<file path="src/hdl/pamux_regs.vh">
`ifndef PAMUX_REGS_VH
`define PAMUX_REGS_VH
`define PAMUX_ADDR_CPU_CTRL    4'h0
`define PAMUX_ADDR_ALT_CFG     4'h1
`define PAMUX_ADDR_IFACE_CFG   4'h2
`define PAMUX_ADDR_FIFO_POL    4'h3
`define PAMUX_ADDR_WAKE_CTRL   4'h4
`define PAMUX_ADDR_OUT_EN      4'h5
`define PAMUX_ADDR_OUT_DATA    4'h6
`define PAMUX_ADDR_PIN_IN      4'h7
`define PAMUX_ADDR_IRQ_STAT    4'h8
`define PAMUX_ADDR_IRQ_MASK    4'h9
`define PAMUX_ADDR_IRQ_TRIG    4'ha
`define PAMUX_ADDR_STATUS      4'hb
`define PAMUX_CPU_CLK_LO       0
`define PAMUX_CPU_CLK_HI       1
`define PAMUX_CPU_CLOCK_OUTPUT_PIN_TRI   1
`define PAMUX_CPU_CLKSEL_LO    3
`define PAMUX_CPU_CLKSEL_HI    4
`define PAMUX_CPU_CTRL_RST     8'h00
`define PAMUX_CLKSEL_12        2'h0
`define PAMUX_CLKSEL_24        2'h1
`define PAMUX_CLKSEL_48        2'h2
`define PAMUX_FIFO_POL_OE      4
`define PAMUX_WAKE_ENABLE      1
`define PAMUX_WAKE_POLARITY    4
`define PAMUX_WAKE_PINSEL      7
`define PAMUX_WAKE_SUSPEND     0
`define PAMUX_IFACE_PORT       2'h0
`define PAMUX_IFACE_MASTER     2'h2
`define PAMUX_IFACE_FIFO       2'h3
`define PAMUX_IRQ_EXT_IRQ0_N         0
`define PAMUX_IRQ_EXT_IRQ1_N         1
`define PAMUX_IRQ_WAKE         2
`define PAMUX_DIV_12           4'h4
`define PAMUX_DIV_24           4'h2
`define PAMUX_DIV_48           4'h1
`endif

</file>
<file path="src/hdl/pamux_sync.v">
`timescale 1ns/100ps
// Two-stage synchroniser for pin inputs; the first stage feeds only the second.
// Both stages reset high, the idle level of the pins, so release gives no false edge.
module pamux_sync (
  input  wire       ref_clk,
  input  wire       nrst,
  input  wire [3:0] din,
  output reg  [3:0] dout
);
  reg [3:0] meta_q;

  always @(posedge ref_clk or negedge nrst) begin
    if (!nrst) begin
      meta_q <= 4'hf;
      dout   <= 4'hf;
    end else begin
      meta_q <= din;
      dout   <= meta_q;
    end
  end
endmodule

</file>
<file path="src/hdl/pamux_top.v">
// Chosen here: the placing of the registers and the strobed register port.
`timescale 1ns/100ps
`include "pamux_regs.vh"
// Functional notes
// - Low chip reset clears all internal state; the pin synchroniser and pin history reset to all ones instead.
// - Clock output runs at 12, 24, 48 MHz.
// - Core and clock output default 12 MHz.
// - Control bit 1 set tri-states clock output.
// - Alt config bit 0 picks pin0 interrupt.
// - Interrupt 0 edge when 1, level when 0.
// - Alt bit 1 picks pin1 interrupt 1.
// - Interface bits pick pin2 FIFO output enable.
// - Output enable polarity follows polarity bit 4.
// - Wake bit 7 with output enable bit 3 clear picks pin3.
// - Wake enable bit 1, polarity bit 4.
// - Wake transition in suspend restarts, interrupts.
// - Asserted wake input refuses suspend entry.
// - Interface bits pick port, master, FIFO; master here acts as port mode, only FIFO changes pin use.
module pamux_top (
  input  wire       ref_clk,
  input  wire       nrst,
  input  wire [3:0] reg_addr,
  input  wire [7:0] reg_wdata,
  input  wire       reg_wr,
  input  wire       reg_rd,
  output reg  [7:0] reg_rdata,
  output reg        irq,
  output reg        clock_output_pin_o,
  output reg        clock_output_pin_oe,
  output reg  [1:0] core_clk_sel,
  input  wire [3:0] port_a_i,
  output reg  [3:0] port_a_o,
  output reg  [3:0] port_a_oe,
  output reg        fifo_drive_en,
  output reg        osc_restart,
  output reg        suspended
);
  reg  [7:0] cpu_ctrl_q;
  reg  [1:0] alt_cfg_q;
  reg  [1:0] iface_q;
  reg  [7:0] fifo_pol_q;
  reg  [7:0] wake_q;
  reg  [3:0] oe_q;
  reg  [3:0] out_q;
  reg  [2:0] stat_q;
  reg  [2:0] stat_d;
  reg  [2:0] mask_q;
  reg  [1:0] trig_q;
  reg  [3:0] pin_prev_q;
  reg  [3:0] div_cnt_q;
  reg        susp_q;
  reg        refused_q;
  reg  [7:0] rdata_d;
  // Next-state values, one for each register.
  reg  [7:0] cpu_ctrl_d;
  reg  [1:0] alt_cfg_d;
  reg  [1:0] iface_d;
  reg  [7:0] fifo_pol_d;
  reg  [7:0] wake_d;
  reg  [3:0] oe_d;
  reg  [3:0] out_d;
  reg  [2:0] mask_d;
  reg  [1:0] trig_d;
  reg        susp_d;
  reg        refused_d;
  reg  [3:0] div_cnt_d;
  reg        clk_out_d;
  reg        irq_d;
  reg  [3:0] port_oe_d;
  reg        fifo_en_d;
  wire [3:0] pin_s;
  wire [1:0] clk_sel;
  wire       irq0_sel;
  wire       irq1_sel;
  wire       oe_sel;
  wire       wake_sel;
  wire       ext_irq0_n;
  wire       ext_irq1_n;
  wire       irq0_ev;
  wire       irq1_ev;
  wire       wake_asserted;
  wire       wake_edge;
  wire       wake_ev;
  wire [3:0] div_max;
  wire       wr_stat;
  wire       susp_req;
  // One write strobe per writable register address.
  wire       wr_cpu_ctrl;
  wire       wr_alt_cfg;
  wire       wr_iface;
  wire       wr_fifo_pol;
  wire       wr_wake;
  wire       wr_oe;
  wire       wr_out;
  wire       wr_mask;
  wire       wr_trig;

  pamux_sync u_sync (
    .ref_clk (ref_clk),
    .nrst    (nrst),
    .din     (port_a_i),
    .dout    (pin_s)
  );

  assign clk_sel    = cpu_ctrl_q[`PAMUX_CPU_CLKSEL_HI:`PAMUX_CPU_CLKSEL_LO];
  assign irq0_sel   = alt_cfg_q[0];
  assign irq1_sel   = alt_cfg_q[1];
  assign oe_sel     = (iface_q == `PAMUX_IFACE_FIFO);
  // Pin 3 is the wake input only when selected and its port driver is off.
  assign wake_sel   = wake_q[`PAMUX_WAKE_PINSEL] & ~oe_q[3];
  assign ext_irq0_n = pin_s[0];
  assign ext_irq1_n = pin_s[1];
  assign irq0_ev = irq0_sel & (trig_q[0] ? (pin_prev_q[0] & ~ext_irq0_n) : ~ext_irq0_n);
  assign irq1_ev = irq1_sel & (trig_q[1] ? (pin_prev_q[1] & ~ext_irq1_n) : ~ext_irq1_n);
  assign wake_asserted = wake_sel & wake_q[`PAMUX_WAKE_ENABLE] &
                         (pin_s[3] == wake_q[`PAMUX_WAKE_POLARITY]);
  assign wake_edge = wake_sel & wake_q[`PAMUX_WAKE_ENABLE] & (pin_s[3] != pin_prev_q[3]);
  assign wake_ev   = susp_q & wake_edge;
  assign div_max   = (clk_sel == `PAMUX_CLKSEL_48) ? `PAMUX_DIV_48 :
                     (clk_sel == `PAMUX_CLKSEL_24) ? `PAMUX_DIV_24 : `PAMUX_DIV_12;
  assign wr_cpu_ctrl = reg_wr & (reg_addr == `PAMUX_ADDR_CPU_CTRL);
  assign wr_alt_cfg  = reg_wr & (reg_addr == `PAMUX_ADDR_ALT_CFG);
  assign wr_iface    = reg_wr & (reg_addr == `PAMUX_ADDR_IFACE_CFG);
  assign wr_fifo_pol = reg_wr & (reg_addr == `PAMUX_ADDR_FIFO_POL);
  assign wr_wake     = reg_wr & (reg_addr == `PAMUX_ADDR_WAKE_CTRL);
  assign wr_oe       = reg_wr & (reg_addr == `PAMUX_ADDR_OUT_EN);
  assign wr_out      = reg_wr & (reg_addr == `PAMUX_ADDR_OUT_DATA);
  assign wr_mask     = reg_wr & (reg_addr == `PAMUX_ADDR_IRQ_MASK);
  assign wr_trig     = reg_wr & (reg_addr == `PAMUX_ADDR_IRQ_TRIG);
  assign wr_stat     = reg_wr & (reg_addr == `PAMUX_ADDR_IRQ_STAT);
  // Bit 0 of the wake control word is a suspend request strobe and is never stored.
  assign susp_req    = wr_wake & reg_wdata[`PAMUX_WAKE_SUSPEND];

  // Each register keeps its value unless its own address is written.
  always @* begin
    cpu_ctrl_d = cpu_ctrl_q;
    alt_cfg_d  = alt_cfg_q;
    iface_d    = iface_q;
    fifo_pol_d = fifo_pol_q;
    wake_d     = wake_q;
    oe_d       = oe_q;
    out_d      = out_q;
    mask_d     = mask_q;
    trig_d     = trig_q;
    if (wr_cpu_ctrl)
      cpu_ctrl_d = reg_wdata;
    if (wr_alt_cfg)
      alt_cfg_d = reg_wdata[1:0];
    if (wr_iface)
      iface_d = reg_wdata[1:0];
    if (wr_fifo_pol)
      fifo_pol_d = reg_wdata;
    if (wr_wake)
      wake_d = {reg_wdata[7:1], 1'b0};
    if (wr_oe)
      oe_d = reg_wdata[3:0];
    if (wr_out)
      out_d = reg_wdata[3:0];
    if (wr_mask)
      mask_d = reg_wdata[2:0];
    if (wr_trig)
      trig_d = reg_wdata[1:0];
  end

  // A held wake level blocks suspend entry; a wake edge ends suspend and wins over a new request.
  always @* begin
    susp_d    = susp_q;
    refused_d = refused_q;
    if (susp_req) begin
      refused_d = wake_asserted;
      if (!wake_asserted)
        susp_d = 1'b1;
    end
    if (wake_ev)
      susp_d = 1'b0;
  end

  // A rate change takes effect at the next count limit, within one output half period.
  always @* begin
    div_cnt_d = div_cnt_q + 4'h1;
    clk_out_d = clock_output_pin_o;
    if (div_cnt_q >= div_max - 4'h1) begin
      div_cnt_d = 4'h0;
      clk_out_d = ~clock_output_pin_o;
    end
  end

  // Alternate functions are input only, so their port drivers stay off while selected.
  always @* begin
    port_oe_d = oe_q & ~{1'b0, oe_sel, irq1_sel, irq0_sel};
    fifo_en_d = oe_sel & (pin_s[2] == fifo_pol_q[`PAMUX_FIFO_POL_OE]);
    irq_d     = |(stat_d & mask_q);
  end

  always @* begin
    // New events win over a write-one-to-clear in the same cycle.
    stat_d = stat_q;
    if (wr_stat)
      stat_d = stat_d & ~reg_wdata[2:0];
    stat_d = stat_d | {wake_ev, irq1_ev, irq0_ev};
  end

  always @* begin
    case (reg_addr)
      `PAMUX_ADDR_CPU_CTRL:  rdata_d = cpu_ctrl_q;
      `PAMUX_ADDR_ALT_CFG:   rdata_d = {6'h00, alt_cfg_q};
      `PAMUX_ADDR_IFACE_CFG: rdata_d = {6'h00, iface_q};
      `PAMUX_ADDR_FIFO_POL:  rdata_d = fifo_pol_q;
      `PAMUX_ADDR_WAKE_CTRL: rdata_d = {wake_q[7:1], susp_q};
      `PAMUX_ADDR_OUT_EN:    rdata_d = {4'h0, oe_q};
      `PAMUX_ADDR_OUT_DATA:  rdata_d = {4'h0, out_q};
      `PAMUX_ADDR_PIN_IN:    rdata_d = {4'h0, pin_s};
      `PAMUX_ADDR_IRQ_STAT:  rdata_d = {5'h00, stat_q};
      `PAMUX_ADDR_IRQ_MASK:  rdata_d = {5'h00, mask_q};
      `PAMUX_ADDR_IRQ_TRIG:  rdata_d = {6'h00, trig_q};
      `PAMUX_ADDR_STATUS:    rdata_d = {5'h00, refused_q, wake_asserted, susp_q};
      default:               rdata_d = 8'h00;
    endcase
  end

  always @(posedge ref_clk or negedge nrst) begin
    if (!nrst) begin
      cpu_ctrl_q <= `PAMUX_CPU_CTRL_RST;
      alt_cfg_q  <= 2'h0;
      iface_q    <= `PAMUX_IFACE_PORT;
      fifo_pol_q <= 8'h00;
      wake_q     <= 8'h00;
      oe_q       <= 4'h0;
      out_q      <= 4'h0;
      mask_q     <= 3'h0;
      trig_q     <= 2'h0;
    end else begin
      cpu_ctrl_q <= cpu_ctrl_d;
      alt_cfg_q  <= alt_cfg_d;
      iface_q    <= iface_d;
      fifo_pol_q <= fifo_pol_d;
      wake_q     <= wake_d;
      oe_q       <= oe_d;
      out_q      <= out_d;
      mask_q     <= mask_d;
      trig_q     <= trig_d;
    end
  end

  // The pin history resets to the idle high level that the synchroniser also starts from.
  always @(posedge ref_clk or negedge nrst) begin
    if (!nrst) begin
      stat_q     <= 3'h0;
      pin_prev_q <= 4'hf;
      susp_q     <= 1'b0;
      refused_q  <= 1'b0;
    end else begin
      stat_q     <= stat_d;
      pin_prev_q <= pin_s;
      susp_q     <= susp_d;
      refused_q  <= refused_d;
    end
  end

  // Read data stand in the cycle after each cycle of reg_rd and read as zero otherwise.
  always @(posedge ref_clk or negedge nrst) begin
    if (!nrst) begin
      reg_rdata <= 8'h00;
    end else begin
      reg_rdata <= reg_rd ? rdata_d : 8'h00;
    end
  end

  // Clock output divider; the output toggles every div_max cycles of the 96 MHz clock.
  always @(posedge ref_clk or negedge nrst) begin
    if (!nrst) begin
      div_cnt_q           <= 4'h0;
      clock_output_pin_o  <= 1'b0;
      clock_output_pin_oe <= 1'b0;
      core_clk_sel        <= `PAMUX_CLKSEL_12;
    end else begin
      core_clk_sel        <= clk_sel;
      clock_output_pin_oe <= ~cpu_ctrl_q[`PAMUX_CPU_CLOCK_OUTPUT_PIN_TRI];
      div_cnt_q           <= div_cnt_d;
      clock_output_pin_o  <= clk_out_d;
    end
  end

  always @(posedge ref_clk or negedge nrst) begin
    if (!nrst) begin
      port_a_o      <= 4'h0;
      port_a_oe     <= 4'h0;
      fifo_drive_en <= 1'b0;
      osc_restart   <= 1'b0;
      irq           <= 1'b0;
      suspended     <= 1'b0;
    end else begin
      port_a_o      <= out_q;
      port_a_oe     <= port_oe_d;
      fifo_drive_en <= fifo_en_d;
      osc_restart   <= wake_ev;
      irq           <= irq_d;
      suspended     <= susp_d;
    end
  end
endmodule

</file>
<file path="config.mk">
export PLATFORM = sky130hd
export DESIGN_NAME = pamux_top
export DESIGN_NICKNAME = d
export VERILOG_FILES = /design/src/hdl/pamux_sync.v /design/src/hdl/pamux_top.v
export VERILOG_INCLUDE_DIRS = /design/src /design/src/hdl
export SDC_FILE = /design/constraint.sdc
export NUM_CORES = 1
export LEC_CHECK = 0
export ABC_AREA = 1
export BUFFER_PORTS_ARGS = -buffer_cell sky130_fd_sc_hd__buf_4
export CAP_MARGIN = 15
export CORE_ASPECT_RATIO = 0.5
export CORE_MARGIN = 10
export CORE_UTILIZATION = 30
export DETAILED_ROUTE_END_ITERATION = 7
export PLACE_DENSITY_LB_ADDON = 0.15
export SLEW_MARGIN = 20
export SYNTH_ARGS = -nofsm -noshare
export SYNTH_HDL_FRONTEND = slang
export SYNTH_SLANG_ARGS = --single-unit
</file>
<file path="constraint.sdc">
create_clock -name ref_clk -period 1.8 [get_ports ref_clk]
set_clock_uncertainty 0.2 [all_clocks]
set_input_delay 0.18 -clock ref_clk [delete_from_list [all_inputs] [get_ports ref_clk]]
set_output_delay 0.18 -clock ref_clk [all_outputs]
set_load 0.05 [all_outputs]
</file>
==> reports/metrics.yaml <==
outcome:
  status: "complete, no violations"
grt:
  grt_antenna_before_repair: 0
  grt_pass1_wl_um: 14500
  top_usage_layer: "met2"
  grt_pass1_vias: 2794
  grt_usage: 0.114
  grt-ovfl-total: 0
  use_met3: 0.0314
  grt_util_met2: 0.184
  grt_use_met1: 0.143
  grt_max_degree: 36
sta:
  slew_violations: 0
  finalSetupTns_ns: 0
  fmax_ghz: 0.606
  setup_viol: 0
  finalHoldViolCount: 0
  period_needed_ns: 1.65
  fin_crit_sh: 0.917
  rsz0062_at_grt: "false"
clocking:
  cts.clk_slew.worst_paths_ns: 0.06
  cts-htree-levels: 3
  clock-root-buffer: "clkbuf_16"
  cts_tree: "done"
  cts_buffer_depth: 2
  clock_latency_ns: 0.34
  cts_sinks: 83
  numCtsBuffers: 9
  postCtsSetupBuffers: 0
power:
  clkPwrFrac: 0.320
  swShare: 0.324
  power_density_nw_per_um2: 1190
  switchingPower_mw: 1.72
  leakage_nw: 2.24
  peakVddDrop_mv: 0.424
  power_frac_comb: 0.222
  power_frac_seq: 0.458
  total_power_mw: 5.30
  p_int_mw: 3.58
placement:
  gp_congestion: 0.842
  dpl.hpwl_um: 6420
  port_buffers: 43
die:
  die_x_um: 172
  coreArea_sq_um: 11200
  ios: 44
  dieHeight_um: 96.2
  start_util: 0.312
  fp.dieArea_sq_um: 16600
  num_rows: 27
worst_setup_path:
  crit_slowest_cell: "dfrtp_1"
  cp_cell_sequence: "inv_1 > ha_1 > inv_1 > ha_1 > nor3_1 > nand2_2 > xor2_1"
  cp_data_required_time_ns: 1.82
  crit_family: "adder cells"
  cp_data_arrival_time_ns: 1.68
  path_buf_inv: 2
  critPathCaptureType: "flip-flop"
  critPathLaunchType: "flip-flop"
  max_stage_delay_ns: 0.36
  critPathKind: "flip-flop to flip-flop"
  cp_max_fo: 4
finish:
  syn2layout_area_growth_pct: 28.0
  finish.net_count: 471
  layout_common_cells: "nand2_1, dfrtp_1, buf_4, inv_1, nand3_1"
  layout_commonest_cell: "nand2_1"
  drive_above_1_share: 0.228
  n_antenna_cell: 0
synth:
  synth-edff-count: 0
  avgSynthCellArea_sq_um: 9.25
  async_reset_ff_frac: 1.00
  yosys_most_used_dff: "dfrtp_1"
  synthCells: 377
  synth_cell_type_count: 26
  yosys-mux-area-fraction: 0
  yosys.area_share.adder: 0.0144
  ys.warnings.count: 0
  synthesis.nets: 401
  synth-seq-area-share: 0.600
  yosys.area_share.simple: 0.237
  synth_top_family_by_area: "simple AND/OR/NAND/NOR gates"
  synth_compound_area_frac: 0.0865
  ys_ff_latch: 83
  synth_xor_area_frac: 0.00503
  netlist_area_sq_um: 3490
drt:
  firstDrtPassIters: 5
  ant_nets: 0
  wire_per_inst_um: 14.1
  drt-total-wl_um: 8650
  drc_errors: 0
  drt-initial-drc-count: 155
  routed-via-count: 2634
  viasPerCell: 4.31
flow_run:
  drv_cap: 0
hold_path:
  worstHoldPathType: "primary input to flip-flop"
## cells by family (layout without fill, tap and decap cells)
group	count (synthesis)	after routing
other cells	1	1
buf+inv	47	122
compound gates	52	52
xor+xnor	2	2
fa+ha+maj	4	4
simple gates	188	188
flops	83	83
## worst register-to-register path, cell delays in order (launching register included)
cell and delay (ns):
dfrtp_1 0.36, inv_1 0.06, ha_1 0.27, inv_1 0.04, ha_1 0.16, nor3_1 0.17
nand2_2 0.12, xor2_1 0.15
## metal layers
layer | vias up | wire, um
met5 | - | 0
met4 | 0 | 130
met3 | 9 | 431
met2 | 53 | 4070
met1 | 1236 | 4010
li1 | 1336 | -
## through the flow
step	cell area, sq um	hold WS, ns	util	instances	setup slack (ns)
after global placement	4050	-0.0251	0.362	581	0.136
after CTS	4460	0.0769	0.399	611	0.0884
after floorplan	3490	-0.316	-	377	0.203
after detailed placement	4050	-0.0185	0.362	581	0.0946
final	4460	0.0884	0.399	611	0.149
after global routing	4460	0.107	0.399	611	0.0210
## what timing repair did
action / 4_1_cts / 5_1_grt
setup endpoints to repair: 0 / 1
endpoints found under the hold margin: 72 / 0
hold buffers: 14 / 0
resized for setup: 0 / 2
## Yosys cell counts (3+ instances only)
master | instances | area (sq um)
nand2_1 | 108 | 405
dfrtp_1 | 72 | 1800
inv_1 | 39 | 146
nand3_1 | 33 | 165
nor2_1 | 29 | 109
o21ai_0 | 28 | 140
dfstp_2 | 11 | 289
o21ai_1 | 9 | 45.0
o21ai_2 | 8 | 70.1
ha_1 | 4 | 50.1
nor2_4 | 4 | 45.0
a21oi_1 | 3 | 15.0
buf_2 | 3 | 15.0
inv_2 | 3 | 11.3
nand2_2 | 3 | 18.8
nand2_4 | 3 | 33.8
nor2_2 | 3 | 18.8
nor3_1 | 3 | 15.0
## registers in the layout, summed over array words and instances, names as in the netlist, 4 cells and up
name,count
reg_rdata,8
oe_q,4
cpu_ctrl_q,8
fifo_pol_q,8
out_q,4
div_cnt_q,4
u_sync.meta_q,4
port_a_o,4
u_sync.dout,4
wake_q,7
port_a_oe,4
## layout make-up
cell class | count | area (sq um)
fill | 1166 | 6720
tap | 159 | 199
multi-input combinational | 247 | 1200
inverter | 42 | 158
clock inverter | 5 | 30.0
timing repair buffer | 64 | 541
clock buffer | 11 | 243
sequential | 83 | 2090
## worst paths after layout
check | start | end | slack [ns] | cells after the start
min reg2reg | u_sync.meta_q[3] | u_sync.dout[3] | 0.15 | 0
max | cpu_ctrl_q[3] | clock_output_pin_o | 0.15 | 7
min | reg_wr | refused_q | 0.09 | 3
max reg2reg | cpu_ctrl_q[3] | clock_output_pin_o | 0.15 | 7
max in group asynchronous | nrst | u_sync.dout[1] | 0.64 | 3
min in group asynchronous | nrst | cpu_ctrl_q[3] | 0.15 | 2
## power groups by stage
stage          logic, mW  clock network (mW)  registers (mW)
2_1_floorplan      0.438                   0            2.75
3_3_place_gp        1.15                   0            2.45
3_5_place_dp        1.16                   0            2.46
4_1_cts             1.19                1.74            2.43
5_1_grt             1.32                1.83            2.47
6_report            1.18                1.70            2.42
(Power assumes the default switching activity.)
